File: config.mk
export PLATFORM = sky130hd
export DESIGN_NAME = hbms_top
export DESIGN_NICKNAME = d
export VERILOG_FILES = /design/src/inc/hbms_pkg.sv /design/src/hdl/hbms_top.sv
export VERILOG_INCLUDE_DIRS = /design/src /design/src/inc
export SDC_FILE = /design/constraint.sdc
export NUM_CORES = 1
export LEC_CHECK = 0
export BUFFER_PORTS_ARGS = -buffer_cell sky130_fd_sc_hd__buf_2
export CAP_MARGIN = 10
export CORE_ASPECT_RATIO = 0.7
export CORE_MARGIN = 2
export CORE_UTILIZATION = 50
export CTS_BUF_LIST = sky130_fd_sc_hd__clkbuf_8
export CTS_CLUSTER_DIAMETER = 200
export CTS_CLUSTER_SIZE = 20
export DETAILED_ROUTE_END_ITERATION = 8
export GPL_TIMING_DRIVEN = 0
export PLACE_DENSITY = 0.85
export SYNTH_ARGS = -nofsm -noshare
export SYNTH_HDL_FRONTEND = slang
export SYNTH_SLANG_ARGS = --single-unit
File: constraint.sdc
create_clock -name pclk -period 4.95 [get_ports pclk]
set_input_delay 1.485 -clock pclk [delete_from_list [all_inputs] [get_ports pclk]]
set_output_delay 1.485 -clock pclk [all_outputs]
set_load 0.02 [all_outputs]
File: src/inc/hbms_cfg.svh
// Constants of the bridge mode and fault sequencer
`ifndef HBMS_CFG_SVH
`define HBMS_CFG_SVH
`define HBMS_CLK_MHZ 125
`define HBMS_WAKE_MAX_NS 1000000
`define HBMS_PO_MIN_NS 1000
`define HBMS_PO_MAX_NS 2000
`define HBMS_PD_MIN_NS 8000
`define HBMS_PD_MAX_NS 11000
`define HBMS_CHOP_CYC 250
`define HBMS_CTRL_OFS 8'h00
`define HBMS_STAT_OFS 8'h04
`define HBMS_LIVE_OFS 8'h08
`define HBMS_CTRL_OE 0
`define HBMS_CTRL_DIRA 1
`define HBMS_CTRL_DIRB 2
`define HBMS_CTRL_HALF 3
`define HBMS_CTRL_SLEW 4
`define HBMS_CTRL_ILIM 8
`define HBMS_CTRL_RST 32'h0000_0131
`define HBMS_ST_OT 0
`define HBMS_ST_TW 1
`define HBMS_ST_OC 2
`define HBMS_ST_OV 3
`define HBMS_ST_UV 4
`define HBMS_LIVE_FLAG 4
`define HBMS_LIVE_CHOP 5
`define HBMS_LIVE_REG 6
`endif

File: src/inc/hbms_pkg.sv
// Types of the bridge mode and fault sequencer
package hbms_pkg;
  typedef enum logic [2:0] {
    hbms_sleep,
    hbms_wake,
    hbms_pulse,
    hbms_standby,
    hbms_normal,
    hbms_fault,
    hbms_pdown
  } hbms_mode_t;
endpackage : hbms_pkg

File: src/hdl/hbms_top.sv
// Mode, power sequencing and protection control of the bridge driver
`timescale 1ns/1ps
`include "hbms_cfg.svh"
module hbms_top #(
  parameter int WAKE_CYC = (`HBMS_WAKE_MAX_NS * `HBMS_CLK_MHZ) / 1000,
  parameter int ADDR_W = 8
) (
  input wire logic pclk,
  input wire logic presetn,
  input wire logic psel,
  input wire logic penable,
  input wire logic pwrite,
  input wire logic [ADDR_W-1:0] paddr,
  input wire logic [31:0] pwdata,
  output logic [31:0] prdata,
  output logic pready,
  output logic pslverr,
  input wire logic wake_enable_in,
  input wire logic output_disable_in,
  input wire logic direction_in_a,
  input wire logic direction_in_b,
  input wire logic power_rail_ok,
  input wire logic supplies_ready,
  input wire logic pump_voltage_ok,
  input wire logic short_current_in,
  input wire logic over_limit_in,
  input wire logic thermal_warn_in,
  input wire logic over_temp_in,
  input wire logic over_volt_in,
  input wire logic thermal_stress_in,
  output logic fault_flag_n,
  output logic bridge_out_a,
  output logic bridge_out_b,
  output logic bridge_oe_a,
  output logic bridge_oe_b,
  output logic regulator_en,
  output logic [2:0] slew_sel,
  output logic [1:0] ilim_sel,
  output logic chop_active,
  output hbms_pkg::hbms_mode_t mode
);
  import hbms_pkg::*;

  localparam int NSYNC = 13;
  localparam int PO_CYC = (`HBMS_PO_MIN_NS * `HBMS_CLK_MHZ + 999) / 1000;
  localparam int PO_MAX = (`HBMS_PO_MAX_NS * `HBMS_CLK_MHZ) / 1000;
  localparam int PD_CYC = (`HBMS_PD_MIN_NS * `HBMS_CLK_MHZ + 999) / 1000;
  localparam int PD_MAX = (`HBMS_PD_MAX_NS * `HBMS_CLK_MHZ) / 1000;
  localparam logic [9:0] CHOP_LEN = 10'(`HBMS_CHOP_CYC);
  localparam logic [31:0] CTRL_RST = `HBMS_CTRL_RST;

  generate
    if (WAKE_CYC < 2 || WAKE_CYC > 131071 || ADDR_W < 4)
    begin : g_bad
      $error("hbms_top: parameter out of range");
    end
  endgenerate

  // Every control pin and analog comparator is asynchronous to pclk
  logic [NSYNC-1:0] raw;
  logic [NSYNC-1:0] sync_s;
  assign raw = {thermal_stress_in, over_volt_in, over_temp_in,
                thermal_warn_in, over_limit_in, short_current_in,
                pump_voltage_ok, supplies_ready, power_rail_ok,
                direction_in_b, direction_in_a, output_disable_in,
                wake_enable_in};

  generate
    for (genvar i = 0; i < NSYNC; i++)
    begin : g_sync
      logic meta_q;
      logic sync_q;
      always_ff @(posedge pclk or negedge presetn)
      begin
        if (!presetn)
        begin
          meta_q <= 1'b0;
          sync_q <= 1'b0;
        end
        else
        begin
          meta_q <= raw[i];
          sync_q <= meta_q;
        end
      end
      assign sync_s[i] = sync_q;
    end
  endgenerate

  logic en_s, dis_s, dir_a_s, dir_b_s, rail_s, sup_s, pump_s;
  logic oc_s, lim_s, tw_s, ot_s, ov_s, stress_s;
  assign {stress_s, ov_s, ot_s, tw_s, lim_s, oc_s, pump_s, sup_s,
          rail_s, dir_b_s, dir_a_s, dis_s, en_s} = sync_s;

  function automatic logic hit(input logic [ADDR_W-1:0] a,
                               input logic [7:0] ofs);
    hit = (a == ADDR_W'(ofs));
  endfunction : hit

  hbms_mode_t state_q;
  logic [16:0] tmr_q;
  logic en_p_q, dis_p_q;
  logic [4:0] status_q, present_v, clr_v;
  logic oe_q, sdir_a_q, sdir_b_q, half_q;
  logic [2:0] slew_q;
  logic [1:0] ilim_q;
  logic chop_q;
  logic [9:0] chop_cnt_q;
  logic awake, fault_any, drive_ok, wake_to, clr_evt;
  logic acc, wr_ctrl, wr_stat, mapped;
  logic [31:0] rd_v;

  assign awake = (state_q != hbms_sleep) && (state_q != hbms_pdown);
  assign fault_any = |(status_q & ~(5'h1 << `HBMS_ST_TW));
  assign drive_ok = oe_q && !dis_s && pump_s;
  assign wake_to = (state_q == hbms_wake) && !sup_s
                   && (tmr_q == 17'(WAKE_CYC - 1));
  assign clr_evt = (dis_p_q && !dis_s) || (!en_p_q && en_s);

  // Mode sequencing; one timer serves wake, pulse and power-down
  always_ff @(posedge pclk or negedge presetn)
  begin
    if (!presetn)
    begin
      state_q <= hbms_sleep;
      tmr_q <= 17'h0;
    end
    else
    begin
      if (tmr_q != 17'h1ffff)
        tmr_q <= tmr_q + 17'h1;
      case (state_q)
        hbms_sleep:
          if (en_s && rail_s)
          begin
            state_q <= hbms_wake;
            tmr_q <= 17'h0;
          end
        hbms_wake:
          if (!en_s)
          begin
            state_q <= hbms_pdown;
            tmr_q <= 17'h0;
          end
          else if (sup_s)
          begin
            state_q <= hbms_pulse;
            tmr_q <= 17'h0;
          end
          else if (wake_to)
          begin
            state_q <= hbms_fault;
          end
        hbms_pulse:
          if (!en_s)
          begin
            state_q <= hbms_pdown;
            tmr_q <= 17'h0;
          end
          else if (tmr_q >= 17'(PO_CYC - 1) && pump_s)
          begin
            state_q <= hbms_standby;
          end
        hbms_standby, hbms_normal:
          if (!en_s)
          begin
            state_q <= hbms_pdown;
            tmr_q <= 17'h0;
          end
          else if (fault_any)
            state_q <= hbms_fault;
          else if (drive_ok)
            state_q <= hbms_normal;
          else
            state_q <= hbms_standby;
        hbms_fault:
          if (!en_s)
          begin
            state_q <= hbms_pdown;
            tmr_q <= 17'h0;
          end
          else if (!fault_any)
            state_q <= hbms_standby;
        hbms_pdown:
          if (tmr_q == 17'(PD_CYC - 1))
            state_q <= hbms_sleep;
        default:
          state_q <= hbms_sleep;
      endcase
    end
  end

  always_ff @(posedge pclk or negedge presetn)
  begin
    if (!presetn)
    begin
      en_p_q <= 1'b0;
      dis_p_q <= 1'b0;
    end
    else
    begin
      en_p_q <= en_s;
      dis_p_q <= dis_s;
    end
  end

  // Fault latches; a set in the clearing cycle wins over the clear
  always_comb
  begin
    present_v = 5'h0;
    present_v[`HBMS_ST_OT] = ot_s;
    present_v[`HBMS_ST_TW] = tw_s;
    present_v[`HBMS_ST_OC] = oc_s;
    present_v[`HBMS_ST_OV] = ov_s;
    present_v[`HBMS_ST_UV] = wake_to || (!pump_s &&
      (state_q == hbms_standby || state_q == hbms_normal));
    clr_v = {5{clr_evt}};
    if (wr_stat)
      clr_v = clr_v | pwdata[4:0];
  end

  always_ff @(posedge pclk or negedge presetn)
  begin
    if (!presetn)
      status_q <= 5'h0;
    else if (state_q == hbms_sleep)
      status_q <= 5'h0;
    else if (awake || state_q == hbms_wake)
      status_q <= (status_q & ~clr_v) | present_v;
  end

  // Fault flag, active low, held low through wake, pulse and power-down
  always_ff @(posedge pclk or negedge presetn)
  begin
    if (!presetn)
      fault_flag_n <= 1'b0;
    else
      case (state_q)
        hbms_sleep:
          fault_flag_n <= !dis_s;
        hbms_standby, hbms_normal:
          fault_flag_n <= !dis_s && !fault_any;
        default:
          fault_flag_n <= 1'b0;
      endcase
  end

  // Chopping: stretching the off time lowers the PWM rate under stress
  always_ff @(posedge pclk or negedge presetn)
  begin
    if (!presetn)
    begin
      chop_q <= 1'b0;
      chop_cnt_q <= 10'h0;
    end
    else if (state_q != hbms_normal)
    begin
      chop_q <= 1'b0;
      chop_cnt_q <= 10'h0;
    end
    else if (!chop_q)
    begin
      chop_q <= lim_s;
      chop_cnt_q <= 10'h0;
    end
    else if (chop_cnt_q >= (stress_s ? {CHOP_LEN[8:0], 1'b0} : CHOP_LEN)
             - 10'h1)
      chop_q <= 1'b0;
    else
      chop_cnt_q <= chop_cnt_q + 10'h1;
  end

  // Bridge drive; outputs off unless normal, brake only in fault
  always_ff @(posedge pclk or negedge presetn)
  begin
    if (!presetn)
    begin
      bridge_out_a <= 1'b0;
      bridge_out_b <= 1'b0;
      bridge_oe_a <= 1'b0;
      bridge_oe_b <= 1'b0;
    end
    else if (oc_s || ot_s)
    begin
      bridge_out_a <= 1'b0;
      bridge_out_b <= 1'b0;
      bridge_oe_a <= 1'b0;
      bridge_oe_b <= 1'b0;
    end
    else if (state_q == hbms_normal && !chop_q && !dis_s)
    begin
      bridge_out_a <= dir_a_s | sdir_a_q;
      bridge_out_b <= dir_b_s | sdir_b_q;
      bridge_oe_a <= 1'b1;
      bridge_oe_b <= 1'b1;
    end
    else if (state_q == hbms_fault && ov_s && !half_q)
    begin
      bridge_out_a <= 1'b1;
      bridge_out_b <= 1'b1;
      bridge_oe_a <= 1'b1;
      bridge_oe_b <= 1'b1;
    end
    else
    begin
      bridge_out_a <= 1'b0;
      bridge_out_b <= 1'b0;
      bridge_oe_a <= 1'b0;
      bridge_oe_b <= 1'b0;
    end
  end

  always_ff @(posedge pclk or negedge presetn)
  begin
    if (!presetn)
    begin
      regulator_en <= 1'b0;
      chop_active <= 1'b0;
      mode <= hbms_sleep;
    end
    else
    begin
      regulator_en <= (state_q != hbms_sleep);
      chop_active <= chop_q;
      mode <= state_q;
    end
  end

  // APB slave; one wait state so that every output stays registered
  assign acc = psel && penable && pready;
  assign wr_ctrl = acc && pwrite && hit(paddr, `HBMS_CTRL_OFS);
  assign wr_stat = acc && pwrite && hit(paddr, `HBMS_STAT_OFS);

  always_comb
  begin
    rd_v = 32'h0;
    mapped = 1'b1;
    if (hit(paddr, `HBMS_CTRL_OFS))
    begin
      rd_v[`HBMS_CTRL_OE] = oe_q;
      rd_v[`HBMS_CTRL_DIRA] = sdir_a_q;
      rd_v[`HBMS_CTRL_DIRB] = sdir_b_q;
      rd_v[`HBMS_CTRL_HALF] = half_q;
      rd_v[`HBMS_CTRL_SLEW +: 3] = slew_q;
      rd_v[`HBMS_CTRL_ILIM +: 2] = ilim_q;
    end
    else if (hit(paddr, `HBMS_STAT_OFS))
      rd_v[4:0] = status_q;
    else if (hit(paddr, `HBMS_LIVE_OFS))
    begin
      rd_v[2:0] = state_q;
      rd_v[`HBMS_LIVE_FLAG] = fault_flag_n;
      rd_v[`HBMS_LIVE_CHOP] = chop_q;
      rd_v[`HBMS_LIVE_REG] = regulator_en;
    end
    else
      mapped = 1'b0;
  end

  always_ff @(posedge pclk or negedge presetn)
  begin
    if (!presetn)
    begin
      pready <= 1'b0;
      pslverr <= 1'b0;
      prdata <= 32'h0;
    end
    else
    begin
      pready <= psel && penable && !pready;
      pslverr <= psel && penable && !pready && !mapped;
      prdata <= (psel && !pwrite) ? rd_v : 32'h0;
    end
  end

  always_ff @(posedge pclk or negedge presetn)
  begin
    if (!presetn)
    begin
      oe_q <= CTRL_RST[`HBMS_CTRL_OE];
      sdir_a_q <= CTRL_RST[`HBMS_CTRL_DIRA];
      sdir_b_q <= CTRL_RST[`HBMS_CTRL_DIRB];
      half_q <= CTRL_RST[`HBMS_CTRL_HALF];
      slew_q <= CTRL_RST[`HBMS_CTRL_SLEW +: 3];
      ilim_q <= CTRL_RST[`HBMS_CTRL_ILIM +: 2];
    end
    else if (wr_ctrl)
    begin
      oe_q <= pwdata[`HBMS_CTRL_OE];
      sdir_a_q <= pwdata[`HBMS_CTRL_DIRA];
      sdir_b_q <= pwdata[`HBMS_CTRL_DIRB];
      half_q <= pwdata[`HBMS_CTRL_HALF];
      slew_q <= pwdata[`HBMS_CTRL_SLEW +: 3];
      ilim_q <= pwdata[`HBMS_CTRL_ILIM +: 2];
    end
  end

  assign slew_sel = slew_q;
  assign ilim_sel = ilim_q;
endmodule : hbms_top

# Yosys cells after proc, flatten, opt, wreduce, memory -nomap -nowiden
# Index checks and enable logic that the tools add are counted.
[classes] addsub=3 order_cmp=2 n_eq_ne=19 muxes=49 bitwise=6 n_reduce_logical=46
[op_table] cell="17-bit 2-to-1 mux" n=5
[op_table] cell="17-bit case mux with 3 select lines" n=1
[op_table] cell="3-bit 2-to-1 mux" n=15
[op_table] cell="10-bit 2-to-1 mux" n=4
[op_table] cell="1-bit logical AND" n=23
[op_table] cell="3-bit case mux with 6 select lines" n=1
[op_table] cell="17-bit by 1-bit adder with 17-bit output (second input constant)" n=1
[op_table] cell="17-bit by 10-bit equality test with 1-bit output (second input constant)" n=1
[op_table] cell="17-bit equality test (second input constant)" n=1
[op_table] cell="17-bit by 7-bit >= comparator with 1-bit output (second input constant)" n=1
[op_table] cell="17-bit inequality test (second input constant)" n=1
[op_table] cell="1-bit 2-to-1 mux" n=15
[op_table] cell="5-bit 2-to-1 mux" n=3
[op_table] cell="3-bit inequality test (second input constant)" n=5
[op_table] cell="10-bit by 1-bit adder with 10-bit output (second input constant)" n=1
[op_table] cell="10-bit >= comparator" n=1
[op_table] cell="1-bit zero test" n=10
[op_table] cell="5-bit bitwise OR" n=2
[op_table] cell="9-bit by 1-bit subtractor with 10-bit output (second input constant)" n=1
[op_table] cell="3-bit equality test (second input constant)" n=3
[op_table] cell="9-bit 2-to-1 mux" n=1
[op_table] cell="8-bit by 3-bit equality test with 1-bit output (second input constant)" n=1
[op_table] cell="8-bit by 4-bit equality test with 1-bit output (second input constant)" n=1
[op_table] cell="8-bit zero test" n=1
[op_table] cell="17 further kinds" n=26
[totals] reg_bits=94 inputBits=58 output_inout_bits=49 word_cells=174

# Depth between registers and ports, before layout
# Gate-level depths: netlist (run 1).
[logic_depth] depth_word=10 depth_mapped=9 ltp_nobuf=8

# Least setup slack after synthesis (run 1)
# No wires, ideal clock.
[synth_path] path_type="input to register" from="input paddr[5]" to="register half_q" setup_ns=0.125 arrival_ns=2.942 required_time_ns=4.825 path_slack_ns=1.883 stages=6 path_buffers=1 cell_sequence="nor4_1 > nand2_1 > or3_1 > buf_2 > nor2_8 > mux2_2"
[synth_between] elab_chain_cells=2
[synth_lines] item="from (decl)" line_no="hbms_top.sv:13" text="input wire logic [ADDR_W-1:0] paddr,"
[synth_lines] item="8-bit zero test" line_no="hbms_top.sv:97" text="hit = (a == ADDR_W'(ofs));"
[synth_lines] item="1-bit logical AND" line_no="hbms_top.sv:331" text="assign wr_ctrl = acc && pwrite && hit(paddr, `HBMS_CTRL_OFS);"
[synth_lines] item="to (signal assigned)" line_no="hbms_top.sv:383" text="half_q <= CTRL_RST[`HBMS_CTRL_HALF];"
[synth_lines] item="to (signal assigned)" line_no="hbms_top.sv:392" text="half_q <= pwdata[`HBMS_CTRL_HALF];"
[synth_lines] item="to (decl)" line_no="hbms_top.sv:104" text="logic oe_q, sdir_a_q, sdir_b_q, half_q;"
# No other way between the ends.
# A chain may end at the register's enable or synchronous reset.

# Worst setup path after layout (run 1)
[layout_path] from="input paddr[5]" to="register sdir_b_q"
[layout_between] elab_chain_cells=2
[layout_lines] item="8-bit zero test" line_no="hbms_top.sv:97"
[layout_lines] item="1-bit logical AND" line_no="hbms_top.sv:331"
[layout_lines] item="to (signal assigned)" line_no="hbms_top.sv:382" text="sdir_b_q <= CTRL_RST[`HBMS_CTRL_DIRB];"
[layout_lines] item="to (signal assigned)" line_no="hbms_top.sv:391" text="sdir_b_q <= pwdata[`HBMS_CTRL_DIRB];"
[layout_lines] item="to (decl)" line_no="hbms_top.sv:104"
# No other way between the ends.

==> run_results.csv, run 1 <==
group,metric,value,unit
run_status,status,"finished clean",
finish,diodes,0,
critical_path,r2r_end,"state_q[1]",
finish,nNetsFinal,553,
timing,min_period,3.038,ns
clock_tree,cts_resized,0,
routing,ant_nets,0,
min_path,worstHoldPathType,"reg2reg",
pwr,p_leak,2.413,nW
run,maxCapViolCount,0,
global_route,grt_max_degree,57,
timing,fin_ws,1.912,ns
clock_tree,clkLatencyLatePin,0.36,ns
critical_path,startpoint_type,"input port",
die,io_pins,107,
finish,area.sequential,2332,um^2
clock_tree,clock_sinks,93,
critical_path,crit_fanout,9,
routing,routed-wl-met3,708,um
pwr,swShare,0.3452,
pwr,ir_drop,0.0001799,V
finish,multiInputGateArea,1704,um^2
critical_path,cp.required,5.20,ns
finish,layout-drive-gt1-share,0.2692,
pwr,p_int,0.001355,W
routing,dr_total_vias,3253,
pwr,p_comb_frac,0.281,
critical_path,critPathKind,"in2reg",
pwr,seq_power_share,0.445,
clock_tree,clockRootBuffer,"clkbuf_8",
critical_path,worst_ep_arrival_time,3.29,ns
die,dieWidth,114.3,um
min_path,holdPathStages,0,
die,coreArea,8373,um^2
routing,firstDrtPassIters,7,
timing,setup_tns,0,ns
logic_synthesis,synthCells,396,
finish,final_cells,599,
clock_tree,cts_setup_buffers,0,
place,io_buffers,59,
routing,post_drt_via_cell_ratio,5.431,
logic_synthesis,syn_area,4262,um^2
timing,fmax,329.1,MHz
logic_synthesis,synth.avg_cell_area,10.76,um^2
die,rows,28,
routing,wire_per_inst,15.13,um
timing,tightest_slew,0.7610,ns
routing,drc,0,
clock_tree,cts_max_level,3,
timing,rsz0062_at_grt,"false",
place,gp_congestion,0.8986,
logic_synthesis,yosysUniqueCellTypes,59,
timing,hold_violations,0,
routing,drt_iter0_markers,211,
finish,final.fill_count,696,
logic_synthesis,synthFlopType,"dfrtp_1",
routing,wl_met2,4.176,mm
timing,maxSlewViolCount,0,
global_route,grt_overflow,0,
place,dp_worst_setup_slack,1.521,ns
clock_tree,cts_tree,"built",
critical_path,r2r_start,"tmr_q[1]",
global_route,grt_pass1_wl,15.02,mm
pwr,power,0.002070,W
min_path,holdCritStartpoint,"g_sync[8].meta_q",
logic_synthesis,synth_fa_ha_area_frac,0.01762,
clock_tree,cts_buffers,9,
critical_path,reg2reg_slack,2.62,ns
global_route,antenna_found_initial,0,
logic_synthesis,synthSimpleGateAreaFrac,0.1797,
logic_synthesis,synth_edf_count,0,
critical_path,end_kind,"flop",
logic_synthesis,synth-xor-area-share,0.04316,
logic_synthesis,yosys_warnings,0,
die,start_util,0.5090,
logic_synthesis,ys_ff_latch,93,
logic_synthesis,synth_compound_area_frac,0.09601,
clock_tree,hold_buffers,0,
routing,wl_met1,4.058,mm
routing,top_layer,"met4",
global_route,track_usage,0.2084,
pwr,power-per-cell-area,411.6,nW/um^2
min_path,hold_end,"g_sync[8].sync_q",
logic_synthesis,synth_seq_area_share,0.5473,
critical_path,r2r_cells,7,
logic_synthesis,synth_top_family_by_area,"simple AND/OR/NAND/NOR gates",
logic_synthesis,yosys-mux-area-fraction,0.04316,
global_route,grt_pass1_vias,3111,
place,placed_cells,583,
timing,holdWs,0.3549,ns
place,dp_hpwl,6.466,mm
pwr,clkPwrFrac,0.274,
pwr,p_switching,0.0007143,W
routing,wl,9.065,mm
timing,finalSetupViolations,0,
logic_synthesis,synth-async-reset-ratio,1.000,
clock_tree,clk_pin_slew_worst_paths,0.10,ns
clock_tree,cts_buffer_depth,2,
timing,slew_headroom,0.4880,
die,die_h,81.24,um
finish,syn2layout_area_growth,18.00,%
timing,timing.final.crit_share,0.6138,
timing,finClkSkew,0.01334,ns
die,die_area,9289,um^2
## state kept, by name, summed over array words and instances (netlist names), 2 cells and up
register       cells
mode               3
g_sync.sync_q      9
state_q            3
slew_sel           3
g_sync.meta_q     13
tmr_q             17
ilim_sel           2
prdata             9
status_q           5
chop_cnt_q        10
## power by group through the flow
stage	Combinational, W	Sequential (W)	Clock (W)
finish	0.000582	0.000920	0.000567
global route	0.000647	0.000932	0.000615
CTS	0.000575	0.000919	0.000584
detailed placement	0.000571	0.000933	0
global placement	0.000549	0.000927	0
floorplan	0.000386	0.000941	0
## metal layers
metal  GRT usage  vias up
li1            -     1524
met1      0.2836     1559
met2      0.3304      160
met3     0.05149       10
met4     0.07195        0
met5           0        -
## logic make-up after synthesis
logic type                 after synthesis
muxes                                   17
buffers and inverters                   52
DFF                                     93
AOI/OAI and AO/OA                       56
xor gates and xnor gates                21
and+or+nand+nor                        150
adders and majority gates                6
other                                    1
## worst max path at each step
stage                         from                 to  slack, ns  cells past startpoint
after floorplan           paddr[5]             half_q       1.88                      6
after global routing      paddr[5]           sdir_b_q       1.76                      7
final                     paddr[5]           sdir_b_q       1.91                      7
after global placement     presetn  g_sync[12].meta_q       1.60                      1
after CTS                 paddr[5]           sdir_b_q       1.92                      7
after detailed placement  paddr[5]           sdir_b_q       1.52                      7
## cells in the final DEF (no fill, tap or decap), types with 9 or more instances in the layout
cell type  netlist  final
nand3_1         10     10
nand2_1         37     37
inv_1           13     13
buf_4           27     28
mux2_2          10     10
dfrtp_1         89     89
clkbuf_8         0      9
nor3_1          10     10
o21ai_0         13     13
conb_1           1     23
xnor2_1         13     13
a21oi_1         11     11
buf_2            3     61
nor2_1          48     48
## layout make-up
class                      count  share of cell area
clock buffer                   9             0.02463
clock inverter                 7             0.02065
multi-input combinational    273              0.3389
inverter                      14             0.01045
tap                          105             0.02613
timing repair buffer          60             0.06469
buffer                        38             0.05076
sequential                    93              0.4638
## through the flow
stage	utilization	instance area, um^2
floorplan	-	4344
global placement	0.5698	4771
detailed placement	0.5734	4801
CTS	0.6006	5029
global route	0.6006	5029
finish	0.6006	5029
## cells in the mapped netlist, types with 2 or more instances
library cell	n	area [um^2]
o21ai_0	13	65.06
buf_2	3	15.01
and3_1	5	31.28
ha_1	6	75.07
inv_1	13	48.80
a211oi_1	2	15.01
o31a_1	2	17.52
nor3b_1	3	22.52
clkbuf_1	7	26.28
dfstp_2	4	105.1
and2_1	2	12.51
xnor2_1	13	113.9
nor3_1	10	50.05
a2111oi_0	4	35.03
mux2_2	10	112.6
mux2i_1	6	60.06
buf_4	27	202.7
nand2_1	37	138.9
nand3_1	10	50.05
nor2_1	48	180.2
xor2_1	8	70.07
or4_1	3	22.52
o21a_1	2	15.01
or3_1	8	50.05
dfrtp_1	89	2227
nor4_2	2	25.02
nand4_1	7	43.79
nor4_1	7	43.79
o22ai_1	2	12.51
a21oi_1	11	55.05
a221o_1	4	40.04
## worst max-delay path: stages
cell     delay, ns
buf_2         0.10
nor4_1        0.40
nand2_1       0.20
or3_1         0.33
buf_2         0.19
nor2_8        0.21
mux2_2        0.37
Power figures use the tool's default switching activity.
==> run 2: changes to the inputs <==
--- a/config.mk
+++ b/config.mk
@@ -16,7 +16,7 @@
 export CTS_CLUSTER_SIZE = 20
 export DETAILED_ROUTE_END_ITERATION = 8
 export GPL_TIMING_DRIVEN = 0
-export PLACE_DENSITY = 0.85
+export PLACE_DENSITY = 0.88
 export SYNTH_ARGS = -nofsm -noshare
 export SYNTH_HDL_FRONTEND = slang
 export SYNTH_SLANG_ARGS = --single-unit
==> constraint.sdc (replaced) <==
create_clock -name pclk -period 2.55 [get_ports pclk]
set_input_delay 0.765 -clock pclk [delete_from_list [all_inputs] [get_ports pclk]]
set_output_delay 0.765 -clock pclk [all_outputs]
set_load 0.02 [all_outputs]
==> run_results.csv, run 2 (synthesis results as in run 1) <==
group,metric,value,unit
clock_tree,clockRootBuffer,"clkbuf_8",
clock_tree,cts_max_level,3,
clock_tree,cts_setup_buffers,0,
clock_tree,hold_buffers,0,
timing,rsz0062_at_grt,"false",
critical_path,r2r_start,"tmr_q[1]",
finish,diodes,0,
critical_path,startpoint_type,"flop",
die,dieWidth,114.3,um
global_route,grt_max_degree,51,
critical_path,end_kind,"flop",
finish,layout-drive-gt1-share,0.2692,
routing,firstDrtPassIters,5,
clock_tree,cts_tree,"built",
critical_path,cp.required,2.81,ns
timing,finalSetupViolations,0,
min_path,worstHoldPathType,"reg2reg",
clock_tree,cts_resized,0,
clock_tree,cts_buffers,9,
finish,top_register,"tmr_q",
run,maxCapViolCount,0,
timing,min_period,2.368,ns
timing,maxSlewViolCount,0,
global_route,antenna_found_initial,0,
routing,wire_per_inst,14.91,um
min_path,holdCritStartpoint,"g_sync[3].meta_q",
routing,drc,0,
routing,drt_iter0_markers,256,
global_route,grt_overflow,0,
clock_tree,clock_sinks,93,
routing,dr_total_vias,3242,
timing,fmax,422.4,MHz
min_path,hold_end,"dir_b_s",
die,die_h,81.24,um
critical_path,r2r_cells,7,
critical_path,r2r_end,"state_q[1]",
place,place_area,4801,um^2
critical_path,crit_fanout,8,
die,rows,28,
timing,hold_violations,0,
place,io_buffers,59,
global_route,grt_pass1_vias,3052,
finish,final.fill_count,693,
die,io_pins,107,
finish,nNetsFinal,553,
pwr,power-per-cell-area,776.2,nW/um^2
clock_tree,cts_buffer_depth,2,
timing,finClkSkew,0.01577,ns
place,dp_hpwl,6.434,mm
routing,wl,8.931,mm
pwr,p_leak,2.403,nW
timing,slew_headroom,0.4481,
timing,holdWs,0.3552,ns
clock_tree,clk_pin_slew_worst_paths,0.10,ns
routing,ant_nets,0,
global_route,grt_pass1_wl,14.51,mm
run_status,status,"finished clean",
pwr,power,0.003881,W
critical_path,reg2reg_slack,0.18,ns
global_route,track_usage,0.2006,
finish,largest_reg_flops,17,
critical_path,critPathKind,"reg2reg",
timing,timing.final.crit_share,0.9284,
finish,layout_commonest_cell,"dfrtp_1",
min_path,holdPathStages,0,
die,coreArea,8373,um^2
finish,fin_area,5000,um^2
finish,layout_common_cells,"dfrtp_1, buf_2, nor2_1",
die,die_area,9289,um^2
place,gp_congestion,0.9141,
timing,tightest_slew,0.8203,ns
finish,syn2layout_area_growth,17.32,%
routing,post_drt_via_cell_ratio,5.412,
clock_tree,clkLatencyLatePin,0.38,ns
critical_path,worst_ep_arrival_time,2.63,ns
pwr,ir_drop,0.0002929,V
die,start_util,0.5090,
finish,top_regs,"tmr_q (17), g_sync.meta_q (13), chop_cnt_q (10)",
[run 2: cell count changes in the layout (fill, tap and decap cells not counted)]
cell	previous run	this run
inv_8	1	3
inv_6	2	1
bufinv_16	2	0
clkinv_4	0	1
clkinv_8	0	1
clkinvlp_4	2	1
[run 2: worst max-delay path by stage]
stage / startpoint / to / slack (ns) / depth (start not counted)
2_1_floorplan: paddr[5] / half_q / 0.20 / 6
3_3_place_gp: presetn / chop_cnt_q[8] / -0.05 / 1
3_5_place_dp: paddr[5] / sdir_b_q / -0.15 / 7
4_1_cts: tmr_q[1] / state_q[1] / 0.19 / 7
5_1_grt: paddr[5] / sdir_b_q / 0.07 / 7
6_report: tmr_q[1] / state_q[1] / 0.18 / 7
[run 2: where the power goes]
| group | internal [W] | switching [W] |
|---|---|---|
| registers | 0.00164 | 0.000144 |
| logic | 0.000428 | 0.000702 |
| clock network | 0.000387 | 0.000582 |
[run 2: critical path: stages (launching register included)]
cell and delay, ns:
dfrtp_1 0.42, ha_1 0.35, and4bb_2 0.27, nand2_1 0.10, nor4_2 0.41, a2bb2oi_2 0.22
o211ai_2 0.15, mux2_1 0.34
[run 2: metal layers]
| layer | global-route usage | share of wire | up-vias |
|---|---|---|---|
| met3 | 0.06493 | 0.086 | 15 |
| met2 | 0.3143 | 0.46 | 147 |
| met5 | 0 | 0 | - |
| met1 | 0.2720 | 0.44 | 1555 |
| met4 | 0.05366 | 0.016 | 0 |
| li1 | - | - | 1525 |
[run 2: final cells by class]
cell class | instances | area, um^2 | area share
repair buffers | 60 | 325.3 | 0.06507
clock buffers | 9 | 123.9 | 0.02477
well taps | 105 | 131.4 | 0.02628
flip-flops and latches | 93 | 2332 | 0.4665
inverters | 14 | 52.55 | 0.01051
clock inverters | 7 | 75.07 | 0.01502
multi-input cells | 273 | 1704 | 0.3408
plain buffers | 38 | 255.2 | 0.05105
[run 2: through the flow]
stage / TNS (ns) / utilization / worst slack [ns] / std cells
3_5_place_dp: -1.161 / 0.5734 / -0.1468 / 583
4_1_cts: 0 / 0.5971 / 0.1900 / 599
6_report: 0 / 0.5971 / 0.1825 / 599
3_3_place_gp: -4.084 / 0.5698 / -0.05089 / 582
5_1_grt: 0 / 0.5971 / 0.07024 / 599
2_1_floorplan: 0 / - / 0.2029 / 418
==> run 3: changes to the inputs <==
--- a/config.mk
+++ b/config.mk
@@ -6,6 +6,7 @@
 export SDC_FILE = /design/constraint.sdc
 export NUM_CORES = 1
 export LEC_CHECK = 0
+export ABC_AREA = 1
 export BUFFER_PORTS_ARGS = -buffer_cell sky130_fd_sc_hd__buf_2
 export CAP_MARGIN = 10
 export CORE_ASPECT_RATIO = 0.7
@@ -16,7 +17,7 @@
 export CTS_CLUSTER_SIZE = 20
 export DETAILED_ROUTE_END_ITERATION = 8
 export GPL_TIMING_DRIVEN = 0
-export PLACE_DENSITY = 0.88
+export PLACE_DENSITY = 0.78
 export SYNTH_ARGS = -nofsm -noshare
 export SYNTH_HDL_FRONTEND = slang
 export SYNTH_SLANG_ARGS = --single-unit
==> run_results.csv, run 3 <==
group,metric,value,unit
clock_tree,clock_sinks,93,
global_route,grt_pass1_wl,14.84,mm
logic_synthesis,yosys_warnings,0,
finish,final.fill_count,744,
routing,ant_nets,0,
finish,top_regs,"tmr_q (17), g_sync.meta_q (13), chop_cnt_q (10)",
timing,maxSlewViolCount,0,
finish,top_register,"tmr_q",
logic_synthesis,synth.top_cell.area_share,0.5038,
routing,wl,9.432,mm
logic_synthesis,synth_edf_count,0,
place,io_buffers,60,
clock_tree,cts_tree,"built",
global_route,track_usage,0.2036,
clock_tree,cts_setup_buffers,0,
run_status,status,"finished clean",
logic_synthesis,synthTopCellsByArea,"dfrtp_1, nand2_1, nand3_1",
logic_synthesis,synth-async-reset-ratio,1.000,
logic_synthesis,synth-xor-area-share,0.01585,
die,dieWidth,116.4,um
place,gp_congestion,0.9060,
min_path,worstHoldPathType,"in2async",
logic_synthesis,yosys-mux-area-fraction,0.02293,
critical_path,end_kind,"flop",
timing,setup_tns,0,ns
clock_tree,cts_max_level,3,
critical_path,crit_fanout,7,
timing,hold_violations,0,
die,start_util,0.5193,
global_route,antenna_found_initial,0,
timing,finalSetupViolations,0,
finish,diodes,0,
clock_tree,cts_resized,0,
critical_path,crit_family,"simple AND/OR/NAND/NOR gates",
critical_path,startpoint_type,"flop",
routing,dr_total_vias,3599,
critical_path,crit_chain,"ha_1, nand2_1, nor2_2, nand3_2, nor2_2, nand3_2, clkinv_1, o21ai_0, a21oi_1",
routing,post_drt_via_cell_ratio,4.937,
pwr,ir_drop,0.0005077,V
logic_synthesis,synth_seq_area_share,0.5276,
logic_synthesis,syn_area,4420,um^2
logic_synthesis,yosysUniqueCellTypes,33,
critical_path,slowest_delay,0.39,ns
clock_tree,cts_buffer_depth,2,
critical_path,critPathKind,"reg2reg",
die,die_area,9622,um^2
timing,fmax,536.4,MHz
logic_synthesis,synthFlopType,"dfrtp_1",
timing,tightest_slew,0.5930,ns
timing,rsz0062_at_grt,"false",
logic_synthesis,synth.avg_cell_area,8.668,um^2
clock_tree,clkLatencyLatePin,0.37,ns
critical_path,cp.required,2.84,ns
finish,syn2layout_area_growth,17.78,%
routing,firstDrtPassIters,5,
logic_synthesis,synth_top_family_by_area,"simple AND/OR/NAND/NOR gates",
logic_synthesis,ys_ff_latch,93,
place,dp_hpwl,7.184,mm
timing,slew_headroom,0.6032,
clock_tree,clockRootBuffer,"clkbuf_8",
global_route,grt_overflow,0,
finish,largest_reg_flops,17,
die,io_pins,107,
clock_tree,hold_buffers,0,
logic_synthesis,synth.most_common_cell,"nand2_1",
routing,wire_per_inst,12.94,um
critical_path,worst_ep_arrival_time,2.16,ns
logic_synthesis,synth_compound_area_frac,0.06170,
timing,min_period,1.864,ns
finish,layout-drive-gt1-share,0.2184,
pwr,power-per-cell-area,728.5,nW/um^2
routing,drt_iter0_markers,345,
finish,layout_common_cells,"nand2_1, dfrtp_1, buf_2",
logic_synthesis,synth_fa_ha_area_frac,0.01698,
clock_tree,cts_buffers,9,
timing,finClkSkew,0.01130,ns
timing,timing.final.crit_share,0.7310,
logic_synthesis,synth_commonest_cells,"nand2_1, dfrtp_1, nor2_1",
timing,holdWs,0.3322,ns
die,rows,28,
routing,drc,0,
finish,layout_commonest_cell,"nand2_1",
finish,nNetsFinal,668,
logic_synthesis,synth_area_leader_cell,"dfrtp_1",
global_route,grt_pass1_vias,3207,
run,maxCapViolCount,0,
logic_synthesis,synthSimpleGateAreaFrac,0.2635,
pwr,p_leak,2.707,nW
die,coreArea,8513,um^2
critical_path,slowest_stage,"dfrtp_1",
clock_tree,clk_pin_slew_worst_paths,0.09,ns
global_route,grt_max_degree,62,
logic_synthesis,synthCells,510,
die,die_h,82.67,um
critical_path,critPathBufInv,1,
run 3: layer usage:
metal  vias up  GRT usage  share of wire
li1       1785          -              -
met1      1638     0.2858           0.46
met2       157     0.3023           0.44
met3        19    0.07226          0.094
met4         0    0.05238          0.010
met5         -          0              0
run 3: power breakdown:
| group | switching [W] | total (W) | leakage [nW] | internal (W) |
|---|---|---|---|---|
| clock network | 0.000510 | 0.00109 | 0.114 | 0.000577 |
| registers | 0.000148 | 0.00177 | 1.19 | 0.00163 |
| logic | 0.000640 | 0.000932 | 1.40 | 0.000292 |
run 3: stage by stage:
stage | power [W] | instance area (um^2) | setup slack, ns | utilization | instances
global route | 0.004013 | 5206 | 0.4918 | 0.6116 | 729
floorplan | 0.002405 | 4503 | 0.6811 | - | 532
CTS | 0.003795 | 5206 | 0.6930 | 0.6116 | 729
finish | 0.003793 | 5206 | 0.6859 | 0.6116 | 729
global placement | 0.002672 | 4954 | -0.08794 | 0.5819 | 712
detailed placement | 0.002715 | 4984 | 0.3539 | 0.5854 | 713
run 3: worst paths after layout:
check	startpoint	to	slack, ns	cells after the start
worst max register to register	tmr_q[0]	tmr_q[0]	0.69	9
worst min register to register	g_sync[0].meta_q	en_s	0.35	0
min in group pclk	g_sync[0].meta_q	en_s	0.35	0
worst max-delay path	tmr_q[0]	tmr_q[0]	0.69	9
max in group asynchronous	presetn	ilim_sel[0]	1.55	2
worst min-delay path	presetn	chop_cnt_q[1]	0.33	1
run 3: area by class of cell:
class	instances	area [um^2]	share of cell area
well taps	120	150.1	0.02884
flip-flops and latches	93	2332	0.4480
repair buffers	61	330.3	0.06345
inverters	54	202.7	0.03893
plain buffers	27	197.7	0.03797
clock buffers	10	137.6	0.02644
multi-input cells	358	1770	0.3401
clock inverters	6	85.08	0.01634
run 3: kinds of logic (layout without fill, tap and decap cells):
family,after synthesis,in the layout
buffers and inverters,81,158
other,1,23
XOR/XNOR,8,8
AO/OA/AOI/OAI,52,52
adder cells (fa/ha/maj),6,6
multiplexers,9,9
AND/OR/NAND/NOR,260,260
flip-flops,93,93
